==> src/hw/cct_pkg.sv <==
package cct_pkg;
    // Byte lengths and cycle counts
    localparam logic [1:0] CCT_LEN_1 = 2'h1;
    localparam logic [1:0] CCT_LEN_2 = 2'h2;
    localparam logic [1:0] CCT_LEN_3 = 2'h3;
    localparam logic [3:0] CCT_CYC_1 = 4'h1;
    localparam logic [3:0] CCT_CYC_2 = 4'h2;
    localparam logic [3:0] CCT_CYC_3 = 4'h3;
    localparam logic [3:0] CCT_CYC_4 = 4'h4;
    localparam logic [3:0] CCT_CYC_5 = 4'h5;
    // User code limits per memory option
    localparam logic [15:0] CCT_LIMIT_LARGE = 16'h1DFF;
    localparam logic [15:0] CCT_LIMIT_MID = 16'h0FFF;
    localparam logic [15:0] CCT_LIMIT_SMALL = 16'h07FF;
    // Reset source register field positions
    localparam int CCT_FLASH_FAULT_BIT = 6;
    localparam int CCT_SW_FORCE_BIT = 4;
    localparam logic [7:0] CCT_RSRC_RESET = 8'h00;
    // Reset vector
    localparam logic [15:0] CCT_RESET_VECTOR = 16'h0000;
    // Delay from reset release to first fetch, in ns
    localparam int CCT_CLK_PERIOD_NS = 8;
    localparam int CCT_START_DELAY_NS = 5000;
    localparam int CCT_START_CYCLES =
        (CCT_START_DELAY_NS + CCT_CLK_PERIOD_NS - 1) / CCT_CLK_PERIOD_NS;
    localparam logic [9:0] CCT_START_CNT = 10'(CCT_START_CYCLES);
    // States of the timing sequencer
    typedef enum logic [1:0] {
        CCT_ST_HOLD = 2'b00,
        CCT_ST_IDLE = 2'b01,
        CCT_ST_BUSY = 2'b11
    } cct_state_t;
endpackage

==> src/hw/cct_core_timing.sv <==
`timescale 1ns/1ps
// Operation
// RQ1: External data moves always target program flash
// RQ2: Add, addc, subb timing by operand mode
// RQ3: AND into accumulator timing by operand mode
// RQ4: Code byte move: 1 byte, 3 cycles
// RQ5: External data moves: 1 byte, 3 cycles
// RQ6: Push and pop: 2 bytes, 2 cycles
// RQ7: Exchange forms timing by operand mode
// RQ8: Carry ops 1/1; bit ops 2/2
// RQ9: Carry jumps: 2 bytes, 2 or 3
// RQ10: Bit jumps 3 bytes; clear-variant clears bit
// RQ11: Calls, jumps, returns fixed lengths and cycles
// RQ12: Indirect jump: 1 byte, 3 cycles
// RQ13: Accumulator-zero jump: 2 bytes, 2 or 3
// RQ14: Illegal flash or fetch address resets
// RQ15: Write or erase above limit resets
// RQ16: Code byte read above limit resets
// RQ17: Branch above limit resets
// RQ18: Limit per variant: 1DFF, 0FFF, 07FF
// RQ19: Flash fault sets source bit six
// RQ20: Internal resets leave reset pin alone
// RQ21: Writing bit four forces reset, reads one
// RQ22: Fetch at 0000 after 5 us wait
// RQ23: Not taken uses smaller, taken larger
module cct_core_timing
    import cct_pkg::*;
#(
    parameter int VARIANT = 0
)
(
    input wire logic i_ref_clk,
    input wire logic i_sys_rst,
    input wire logic i_pin_rst,
    input wire logic i_op_valid,
    input wire logic [7:0] i_opcode,
    input wire logic i_cond_taken,
    input wire logic i_bit_value,
    input wire logic [15:0] i_pc,
    input wire logic [15:0] i_target,
    input wire logic i_is_branch,
    input wire logic [15:0] i_mem_addr,
    input wire logic i_program_store_write_enable,
    input wire logic i_rsrc_wr,
    input wire logic [7:0] i_rsrc_wdata,
    output logic o_op_ready,
    output logic o_done,
    output logic [1:0] o_len,
    output logic [3:0] o_cycles,
    output logic o_clear_bit,
    output logic o_flash_sel,
    output logic o_flash_wr,
    output logic o_flash_rd,
    output logic [15:0] o_fetch_addr,
    output logic o_core_rst,
    output logic o_pin_rst_drive,
    output logic [7:0] o_reset_source_register
);

    // Variant limit chosen at build time
    localparam logic [15:0] LIMIT = (VARIANT == 2) ? CCT_LIMIT_SMALL :
        (VARIANT == 1) ? CCT_LIMIT_MID : CCT_LIMIT_LARGE; // RQ18

    // Pin reset comes from outside the clock domain
    logic pin_s1_q;
    logic pin_s2_q;

    // Decoded timing of the current opcode
    logic [1:0] len_d;
    logic [3:0] cyc_d;
    logic is_xmove_d;
    logic is_xmove_wr_d;
    logic is_cmove_d;
    logic is_bitclr_d;
    logic fault_d;
    logic sw_force_d;

    cct_state_t state_q;
    logic [3:0] cnt_q;
    logic [9:0] start_q;
    logic [3:0] cyc_q;
    logic [1:0] len_q;
    logic done_q;
    logic clr_q;
    logic flash_sel_q;
    logic flash_wr_q;
    logic flash_rd_q;
    logic [15:0] fetch_q;
    logic int_rst_q;
    logic ferr_q;
    logic swf_q;

    // Conditional branches pick one of two counts
    function automatic logic [3:0] cond_cyc(input logic [3:0] base,
                                            input logic taken);
        cond_cyc = taken ? base + CCT_CYC_1 : base; // RQ23
    endfunction

    // Two-flop synchroniser for the pin reset
    always_ff @(posedge i_ref_clk)
    begin
        if (i_sys_rst)
        begin
            pin_s1_q <= 1'b0;
            pin_s2_q <= 1'b0;
        end
        else
        begin
            pin_s1_q <= i_pin_rst;
            pin_s2_q <= pin_s1_q;
        end
    end

    // Opcode decode into length and cycle count
    always_comb
    begin
        len_d = CCT_LEN_1;
        cyc_d = CCT_CYC_1;
        is_xmove_d = 1'b0;
        is_xmove_wr_d = 1'b0;
        is_cmove_d = 1'b0;
        is_bitclr_d = 1'b0;
        // Register forms of add, addc, subb, anl, xch
        if ((i_opcode[7:4] == 4'h2 || i_opcode[7:4] == 4'h3 ||
             i_opcode[7:4] == 4'h9 || i_opcode[7:4] == 4'h5 ||
             i_opcode[7:4] == 4'hC) && i_opcode[3])
        begin
            len_d = CCT_LEN_1; // RQ2 RQ3 RQ7
            cyc_d = CCT_CYC_1;
        end
        // Immediate, direct and indirect forms of add, addc, subb and anl
        else if ((i_opcode[7:4] == 4'h2 || i_opcode[7:4] == 4'h3 ||
                  i_opcode[7:4] == 4'h9 || i_opcode[7:4] == 4'h5) &&
                 i_opcode[3:2] == 2'h1)
        begin
            len_d = (i_opcode[1]) ? CCT_LEN_1 : CCT_LEN_2; // RQ2 RQ3
            cyc_d = CCT_CYC_2;
        end
        else
        begin
            case (i_opcode)
                8'h83: begin is_cmove_d = 1'b1; cyc_d = CCT_CYC_3; end // RQ4
                8'hE2, 8'hE3, 8'hE0, 8'hF2, 8'hF3, 8'hF0:
                begin
                    // Upper nibble F marks the write forms
                    is_xmove_d = 1'b1; // RQ5
                    is_xmove_wr_d = i_opcode[4];
                    cyc_d = CCT_CYC_3;
                end
                8'hC6, 8'hC7, 8'hD6, 8'hD7: cyc_d = CCT_CYC_2; // RQ7
                8'hC3, 8'hD3, 8'hB3: cyc_d = CCT_CYC_1; // RQ8
                8'hC0, 8'hD0, 8'hC5, 8'hC2, 8'hD2, 8'hB2, 8'h82, 8'hB0,
                8'h72, 8'hA0, 8'hA2, 8'h92:
                begin
                    len_d = CCT_LEN_2; // RQ6 RQ7 RQ8
                    cyc_d = CCT_CYC_2;
                end
                8'h40, 8'h50, 8'h60:
                begin
                    len_d = CCT_LEN_2; // RQ9 RQ13
                    cyc_d = cond_cyc(CCT_CYC_2, i_cond_taken);
                end
                8'h20, 8'h30, 8'h10:
                begin
                    len_d = CCT_LEN_3; // RQ10
                    cyc_d = cond_cyc(CCT_CYC_3, i_cond_taken);
                    is_bitclr_d = (i_opcode == 8'h10);
                end
                8'h12, 8'h02:
                begin
                    len_d = CCT_LEN_3; // RQ11
                    cyc_d = CCT_CYC_4;
                end
                8'h80:
                begin
                    len_d = CCT_LEN_2; // RQ11
                    cyc_d = CCT_CYC_3;
                end
                8'h22, 8'h32: cyc_d = CCT_CYC_5; // RQ11
                8'h73: cyc_d = CCT_CYC_3; // RQ12
                default:
                begin
                    // Absolute call and jump share low four bits
                    if (i_opcode[3:0] == 4'h1)
                    begin
                        len_d = CCT_LEN_2; // RQ11
                        cyc_d = CCT_CYC_3;
                    end
                end
            endcase
        end
    end

    // Fault when a flash write, code byte read, taken branch target or fetch goes past the limit
    always_comb
    begin
        fault_d = 1'b0;
        if (i_op_valid && o_op_ready)
        begin
            if (is_xmove_wr_d && i_program_store_write_enable &&
                i_mem_addr > LIMIT)
                fault_d = 1'b1; // RQ14 RQ15
            if (is_cmove_d && i_mem_addr > LIMIT)
                fault_d = 1'b1; // RQ16
            if (i_is_branch && i_cond_taken && i_target > LIMIT)
                fault_d = 1'b1; // RQ17
            if (i_pc > LIMIT)
                fault_d = 1'b1; // RQ14
        end
    end

    // Software force, bit four of the source register
    assign sw_force_d = i_rsrc_wr && i_rsrc_wdata[CCT_SW_FORCE_BIT]; // RQ21

    // Internal reset pulse; pin drive never asserted
    always_ff @(posedge i_ref_clk)
    begin
        int_rst_q <= !i_sys_rst && (fault_d || sw_force_d);
    end
    assign o_pin_rst_drive = 1'b0; // RQ20

    // Reset cause flags survive the internal reset they trigger
    always_ff @(posedge i_ref_clk)
    begin
        if (i_sys_rst || pin_s2_q)
        begin
            // A pin reset clears both cause flags
            ferr_q <= 1'b0;
            swf_q <= 1'b0;
        end
        else if (fault_d || sw_force_d)
        begin
            ferr_q <= fault_d; // RQ19
            swf_q <= sw_force_d; // RQ21
        end
    end

    // Main timing sequencer
    always_ff @(posedge i_ref_clk)
    begin
        if (i_sys_rst || pin_s2_q || int_rst_q)
        begin
            state_q <= CCT_ST_HOLD;
            start_q <= CCT_START_CNT; // RQ22
            cnt_q <= 4'h0;
            cyc_q <= 4'h0;
            len_q <= 2'h0;
            done_q <= 1'b0;
            clr_q <= 1'b0;
            flash_sel_q <= 1'b0;
            flash_wr_q <= 1'b0;
            flash_rd_q <= 1'b0;
            fetch_q <= CCT_RESET_VECTOR; // RQ22
        end
        else
        begin
            done_q <= 1'b0;
            case (state_q)
                CCT_ST_HOLD:
                begin
                    // Hold fetch off for the start delay
                    if (start_q == 10'h001)
                        state_q <= CCT_ST_IDLE; // RQ22
                    start_q <= start_q - 10'h001;
                end
                CCT_ST_IDLE:
                begin
                    if (i_op_valid && !fault_d)
                    begin
                        cyc_q <= cyc_d;
                        len_q <= len_d;
                        cnt_q <= cyc_d;
                        clr_q <= is_bitclr_d && i_bit_value; // RQ10
                        flash_sel_q <= is_xmove_d; // RQ1
                        flash_wr_q <= is_xmove_wr_d &&
                            i_program_store_write_enable; // RQ1
                        flash_rd_q <= (is_xmove_d && !is_xmove_wr_d) ||
                            is_cmove_d;
                        fetch_q <= i_pc;
                        state_q <= CCT_ST_BUSY;
                    end
                end
                CCT_ST_BUSY:
                begin
                    // Count down the instruction's cycles
                    if (cnt_q == 4'h1)
                    begin
                        done_q <= 1'b1;
                        state_q <= CCT_ST_IDLE;
                        flash_sel_q <= 1'b0;
                        flash_wr_q <= 1'b0;
                        flash_rd_q <= 1'b0;
                    end
                    cnt_q <= cnt_q - 4'h1;
                end
                default: state_q <= CCT_ST_HOLD;
            endcase
        end
    end

    assign o_op_ready = (state_q == CCT_ST_IDLE);
    assign o_done = done_q;
    assign o_len = len_q;
    assign o_cycles = cyc_q;
    assign o_clear_bit = clr_q;
    assign o_flash_sel = flash_sel_q;
    assign o_flash_wr = flash_wr_q;
    assign o_flash_rd = flash_rd_q;
    assign o_fetch_addr = fetch_q;
    assign o_core_rst = int_rst_q || (state_q == CCT_ST_HOLD);
    assign o_reset_source_register = {1'b0, ferr_q, 1'b0, swf_q, 4'h0};

    // Assertions
    property p_fault_rst;
        @(posedge i_ref_clk) disable iff (i_sys_rst)
        fault_d |=> int_rst_q ##1 (state_q == CCT_ST_HOLD);
    endproperty
    a_fault_rst: assert property (p_fault_rst) // RQ15
        else $error("fault did not reset");
    property p_ferr;
        @(posedge i_ref_clk) disable iff (i_sys_rst)
        (fault_d && !pin_s2_q) |=> o_reset_source_register[6];
    endproperty
    a_ferr: assert property (p_ferr) // RQ19
        else $error("flash fault flag not set");
    property p_swf;
        @(posedge i_ref_clk) disable iff (i_sys_rst)
        (sw_force_d && !pin_s2_q) |=> int_rst_q && swf_q;
    endproperty
    a_swf: assert property (p_swf) // RQ21
        else $error("software reset failed");
    property p_pin;
        @(posedge i_ref_clk) disable iff (i_sys_rst)
        int_rst_q |-> !o_pin_rst_drive;
    endproperty
    a_pin: assert property (p_pin) // RQ20
        else $error("reset pin driven");
    property p_vec;
        @(posedge i_ref_clk) disable iff (i_sys_rst)
        $rose(int_rst_q) |=> (o_fetch_addr == 16'h0000) && o_core_rst;
    endproperty
    a_vec: assert property (p_vec) // RQ22
        else $error("fetch not at reset vector");
    property p_xmove;
        @(posedge i_ref_clk) disable iff (i_sys_rst)
        (o_op_ready && i_op_valid && !fault_d && i_opcode == 8'hE0)
            |=> o_flash_sel && o_cycles == 4'h3 ##3 o_done;
    endproperty
    a_xmove: assert property (p_xmove) // RQ5
        else $error("external move timing wrong");
    property p_jc;
        @(posedge i_ref_clk) disable iff (i_sys_rst)
        (o_op_ready && i_op_valid && !fault_d && i_opcode == 8'h40)
            |=> o_len == 2'h2 &&
            o_cycles == ($past(i_cond_taken) ? 4'h3 : 4'h2);
    endproperty
    a_jc: assert property (p_jc) // RQ9
        else $error("carry jump timing wrong");
    property p_ret;
        @(posedge i_ref_clk) disable iff (i_sys_rst)
        (o_op_ready && i_op_valid && !fault_d && i_opcode == 8'h22)
            |=> !o_done [*5] ##1 o_done;
    endproperty
    a_ret: assert property (p_ret) // RQ11
        else $error("return not five cycles");

endmodule

==> config.mk <==
export PLATFORM = sky130hd
export DESIGN_NAME = cct_core_timing
export DESIGN_NICKNAME = d
export VERILOG_FILES = /design/src/hw/cct_pkg.sv /design/src/hw/cct_core_timing.sv
export SDC_FILE = /design/constraint.sdc
export NUM_CORES = 1
export LEC_CHECK = 0
export ABC_AREA = 1
export BUFFER_PORTS_ARGS = -buffer_cell sky130_fd_sc_hd__buf_2
export CORE_ASPECT_RATIO = 0.8
export CORE_MARGIN = 1
export CORE_UTILIZATION = 30
export CTS_BUF_LIST = sky130_fd_sc_hd__clkbuf_8
export DETAILED_ROUTE_END_ITERATION = 7
export HOLD_SLACK_MARGIN = 0.15
export PLACE_DENSITY = 0.55
export RECOVER_POWER = 100
export SLEW_MARGIN = 20
export SYNTH_ARGS = -nofsm -noshare
export SYNTH_HDL_FRONTEND = slang
export SYNTH_SLANG_ARGS = --single-unit
==> constraint.sdc <==
create_clock -name i_ref_clk -period 2.4 [get_ports i_ref_clk]
set_clock_uncertainty 0.05 [all_clocks]
set_input_delay 0.6 -clock i_ref_clk [delete_from_list [all_inputs] [get_ports i_ref_clk]]
set_output_delay 0.6 -clock i_ref_clk [all_outputs]
set_load 0.02 [all_outputs]
# --- Word-level counts from Yosys, hierarchy flattened ---
# Index checks and enable logic that the tools add are counted.
totals:
  register_bits: 48
  wordCells: 159
  output_inout_bits: 38
op_classes:
  reduce_logical: 43
  n_addsub: 2
  n_lt_le_gt_ge: 3
  n_bitwise: 1
  n_eq_ne: 52
  muxes: 42
ops:
  columns: ["operator", "count"]
  rows:
  - ["8-bit == test, second input constant", 26]
  - ["16-bit by 13-bit > comparator with 1-bit output, second input constant", 3]
  - ["8-bit by 7-bit == test with 1-bit output, second input constant", 5]
  - ["8-bit by 6-bit == test with 1-bit output, second input constant", 4]
  - ["16-bit OR reduction", 2]
  - ["1-bit two-way mux", 23]
  - ["3-bit one-hot mux with 7 select lines", 1]
  - ["17-bit OR reduction", 1]
  - ["8-bit by 5-bit == test with 1-bit output, second input constant", 2]
  - ["2-bit two-way mux", 8]
  - ["1-bit logical AND", 13]
  - ["2-bit one-hot mux with 3 select lines", 2]
  - ["10-bit by 1-bit == test with 1-bit output, second input constant", 1]
  - ["10-bit by 1-bit subtractor with 10-bit output, second input constant", 1]
  - ["1-bit logical OR", 9]
  - ["3-bit two-way mux", 3]
  - ["3-bit OR reduction", 3]
  - ["9-bit OR reduction", 1]
  - ["4-bit by 1-bit == test with 1-bit output, second input constant", 2]
  - ["4-bit by 2-bit == test with 1-bit output, second input constant", 2]
  - ["4-bit == test, second input constant", 2]
  - ["8-bit by 2-bit == test with 1-bit output, second input constant", 1]
  - ["4-bit one-hot mux with 2 select lines", 1]
  - ["1-bit one-hot mux with 2 select lines", 3]
  - ["other kinds (16)", 24]

# --- Longest topological paths before layout ---
depth:
  depth_word: 18
  ltp_mapped: 14
  depth_no_buf: 14

# --- Least setup slack after synthesis ---
# Ideal clock, no wire load.
synth_timing:
  path_type: "input-to-reg"
  startpoint: "input port i_opcode[5]"
  endpoint: "register flash_wr_q, in the netlist o_flash_wr"
  n_path_buf: 2
  arrival_time_ns: 1.720
  setup_time_ns: 0.070
  required_time_ns: 2.280
  path_stages: 13
  slack_ns: 0.559
  path_cell_list: "buf_6 nand2_2 inv_2 nand2_2 nor2_1 nor2_1 nand2_2 nand3_2 nand3_2 nor2_4 buf_6 nand3_1 a21oi_1"
synth_between:
  elab_chain_cells: 18
  word_cells_on_any_way: 39
  cone_classes: "eq/ne (13); mux (13); reduce/logical (13)"
synth_rtl:
  columns: ["item", "line_no", "rtl"]
  rows:
  - ["start, declared", "cct_core_timing.sv:36", "input wire logic [7:0] i_opcode,"]
  - ["branches (longest 18 deep; another with 8-bit == test)", null, null]
  - ["end signal, assigned", "cct_core_timing.sv:275", "flash_wr_q <= is_xmove_wr_d &&"]
  - ["end, declared", "cct_core_timing.sv:86", "logic flash_wr_q;"]
# Several ways; the timed one is not identified. The select of a mux whose other input is x is not followed.
# A chain may end at the register's enable or synchronous reset.

# --- Worst setup path after layout ---
layout_timing:
  startpoint: "input port i_opcode[3]"
  endpoint: "register len_q[1], in the netlist o_len[1]"
layout_between:
  elab_chain_cells: 15
  word_cells_on_any_way: 67
  cone_classes: "eq/ne (40); mux (15); reduce/logical (12)"
layout_rtl:
  columns: ["item", "line_no", "rtl"]
  rows:
  - ["8-bit == test", "cct_core_timing.sv:141", "case (i_opcode)"]
  - ["6-bit OR reduction", "cct_core_timing.sv:141", null]
  - ["1-bit two-way mux", "cct_core_timing.sv:141", null]
  - ["1-bit two-way mux", "cct_core_timing.sv:132", "else if ((i_opcode[7:4] == 4'h2 || i_opcode[7:4] == 4'h3 ||"]
  - ["1-bit two-way mux", "cct_core_timing.sv:124", "if ((i_opcode[7:4] == 4'h2 || i_opcode[7:4] == 4'h3 ||"]
  - ["1-bit logical AND (2 in series)", "cct_core_timing.sv:200", "if (is_xmove_wr_d && i_program_store_write_enable &&"]
  - ["1-bit two-way mux", "cct_core_timing.sv:200", null]
  - ["1-bit two-way mux", "cct_core_timing.sv:203", "if (is_cmove_d && i_mem_addr > LIMIT)"]
  - ["1-bit two-way mux", "cct_core_timing.sv:205", "if (i_is_branch && i_cond_taken && i_target > LIMIT)"]
  - ["1-bit two-way mux", "cct_core_timing.sv:207", "if (i_pc > LIMIT)"]
  - ["1-bit two-way mux", "cct_core_timing.sv:198", "if (i_op_valid && o_op_ready)"]
  - ["1-bit zero test", "cct_core_timing.sv:268", "if (i_op_valid && !fault_d)"]
  - ["1-bit logical AND", "cct_core_timing.sv:268", null]
  - ["2-bit AND reduction (no line)", null, null]
  - ["end signal, assigned", "cct_core_timing.sv:271", "len_q <= len_d;"]
  - ["end, declared", "cct_core_timing.sv:82", "logic [1:0] len_q;"]
# Several ways; a longest one is shown, not always the timed one.

==> flow_summary.ini <==
[detailed_routing]
antenna_left = 0
post_drt_via_cell_ratio = 4.46
drtPass1Iterations = 4
post_drt_wl_per_cell_um = 10.8
initial_drt_markers = 171
vias = 2490
drcViolationCount = 0
route.final.wire_length_um = 6040

[status]
outcome = finished clean

[synthesis]
synth-xor-area-share_pct = 0.705
postSynthAreaPerCell_um2 = 6.66
yosys_warnings = 0
synth_mux_area_share_pct = 0
syn_area_um2 = 2480
synthTopCellsByArea = dfxtp_1 (38%), nand2_1 (13%), nor2_1 (7.6%)
synth_compound_gate_area_share_pct = 12.6
synth_top_flop_cell = dfxtp_1
synth_top_family_by_area = simple AND/OR/NAND/NOR gates
post_synthesis_adder_cell_area_fraction_pct = 2.02
synth_edf_count = 0
synthCells = 373
synth_cell_type_count = 32
async_set_or_reset_register_ratio_after_synthesis_pct = 0
post_synth_and_or_nand_nor_area_fraction_pct = 33.6
synth_top_area_cell = dfxtp_1
synth.yosys.seq_area_share_pct = 37.9
yosysTopAreaCellShare_pct = 37.9
ys_seq_elements = 47

[floorplan]
io_pins = 111
dieWidth_um = 104
core_area_um2 = 7980
initial_utilization_pct = 31.1
die-area_um2 = 8650
chipHeight_um = 83.4
placementRows = 29

[critical_path]
crit_family = simple AND/OR/NAND/NOR gates
worst-endpoint-arrival_ps = 2160
critPathRequiredTime_ps = 2540
rr_startpoint = state_q[0]
critical_path_class = primary input to register
worstSetupStartpoint = i_opcode[3]
max_stage_delay_ps = 290
worst-path-buf-inv = 2
critical_path_peak_fanout = 16
cell_repeated_most_along_the_worst_path = nor2_1
rr_worst_depth = 8
crit_path_cell_trace = buf_2 > nor2_1 > nand2_1 > nor2_1 > nor2_1 > nand2_1 > nand3_2 > nand3_1 > nor2_4 > buf_12 > o21ai_0 > a21oi_1
cp.depth = 12
setup.worst_path.end_class = register
crit_slowest_cell = nor2_1
setup.worst_path.start_class = primary input

[cts]
cts_setup_buffers = 0
cts.path.max_buffers = 2
clkSlewWorstSetupHoldPaths_ps = 90
tritoncts = built
clkSinkCount = 47
number_of_clock_buffers_inserted_by_tritoncts = 5
clk-insertion-delay-late_ps = 290
cts_root_buf = clkbuf_8
cts_max_level = 2
cts_hold_buf = 0
ctsResizeCount = 0

[sta]
tns_ps = 0
worst_max_slew_margin_expressed_relative_to_the_limit_pct = 64.1
finalHoldWorstSlack_ps = 344
period_utilization_pct = 84.0
setup_ws_ps = 383
rsz_0062_raised_after_global_routing = false
period_minus_slack_ps = 2020
final-hold-violation-count = 0
max_slew.worst_pin.slew_ps = 539
timing_max_transition_violations_final = 0
setup_violations = 0
max_freq_mhz = 496

[finish]
mostFrequentLayoutCell = nand2_1
register_area_um2 = 941
final_cell_mix = nand2_1 (88), nor2_1 (52), inv_1 (47), dfxtp_1 (47), buf_2 (46)
area_growth_pct = 20.3
final_layout_size_suffix_gt1_share_pct = 16.0
multi_input_logic_area_um2 = 1230
final.fill_count = 907
antenna-diode-count = 0
finish.utilization_pct = 37.4
num-nets-final = 526

[global_routing]
grt_pass1_wl_um = 10100
first_global_vias = 2161
antenna_found_initial = 0
track_usage_pct = 14.3
global_route.overflow_total = 0
grt_start_max_net_pins = 28

[power_and_ir_drop]
cell_internal_pwr_w = 0.00108
worst_supply_voltage_drop_on_vdd_mv = 0.229
switching_share_pct = 26.1
power_density_nw_per_um2 = 491
power.sequential.fraction_pct = 54.4
power_switching_w = 0.000383
static-leakage-power_nw = 1.37
clkPwrFrac_pct = 34.0
power.combinational.fraction_pct = 11.6

[place]
hpwlAfterDp_um = 4640
port_buffers = 77
pre_cts_worst_setup_slack_ps = 223
gp_congestion = 0.833

[hold_path]
worst_hold_path.num_cells = 2
hold_class = register to register
hold_path.startpoint = pin_s1_q

[run]
drv_cap = 0
## layer usage
metal / GRT usage (%) / vias to the layer above / share of wire, %
met3: 4.08 / 2 / 8.6
met4: 2.08 / 0 / 0.30
met1: 20.7 / 1076 / 50
li1: - / 1323 / -
met5: 0 / - / 0
met2: 21.4 / 89 / 41
## Yosys cell counts, types with 2 or more instances
library cell / n
nand2_1: 87
nor2_1: 50
dfxtp_1: 47
inv_1: 46
a21oi_1: 37
nand3_1: 24
o21ai_0: 15
buf_4: 10
nand4_1: 6
nand2_2: 5
nor3_1: 5
clkbuf_1: 4
ha_1: 4
or2_2: 4
a31oi_1: 3
buf_2: 3
buf_6: 3
inv_2: 3
nand3_2: 2
nor2_2: 2
nor4_1: 2
## flip-flops by register name, indices dropped and copies added, names as in the netlist, 2 cells and up
signal / count
cnt_q: 4
start_q: 10
o_cycles: 3
state_q: 2
o_len: 2
o_fetch_addr: 16
## power groups by stage
| stage | clock network [W] | logic (W) | registers [W] |
|---|---|---|---|
| final | 0.000499 | 0.000170 | 0.000799 |
| after global routing | 0.000559 | 0.000194 | 0.000801 |
| after CTS | 0.000528 | 0.000173 | 0.000799 |
| after detailed placement | 0 | 0.000172 | 0.000817 |
| after global placement | 0 | 0.000172 | 0.000817 |
| after floorplan | 0 | 0.000113 | 0.000815 |
## area by class of cell
class                   instances  share of cell area, %
inverters                      49                   6.16
flip-flops and latches         47                   31.5
clock buffers                   6                   2.76
well taps                     108                   4.52
clock inverters                 2                  0.419
repair buffers                 82                   13.6
multi-input cells             264                   41.1
## through the flow
stage               instance area, um2  instances  total power [W]
floorplan                         2510        380         0.000928
global placement                  2950        550         0.000988
detailed placement                2950        550         0.000989
CTS                               3050        558          0.00150
global route                      2990        558          0.00155
finish                            2990        558          0.00147
## worst reg2reg max path, delay by kind of cell (launching register included)
family           cells  cell delay (ps)
AO/OA/AOI/OAI        2              210
flip-flops           1              360
AND/OR/NAND/NOR      6             1190
## logic make-up (layout without fill, tap and decap cells)
kind of cell             Yosys count  in the layout
AND/OR/NAND/NOR                  190            190
buffers and inverters             69            139
AO/OA/AOI/OAI                     60             60
flip-flops                        47             47
adder cells (fa/ha/maj)            4              4
XOR/XNOR                           2              2
other                              1              8
## final timing paths
kind,to,slack [ps]
worst min-delay path,pin_s2_q,340
worst min register to register,pin_s2_q,340
worst max register to register,start_q[9],500
worst max-delay path,o_len[1],380
(Power assumes the default switching activity.)
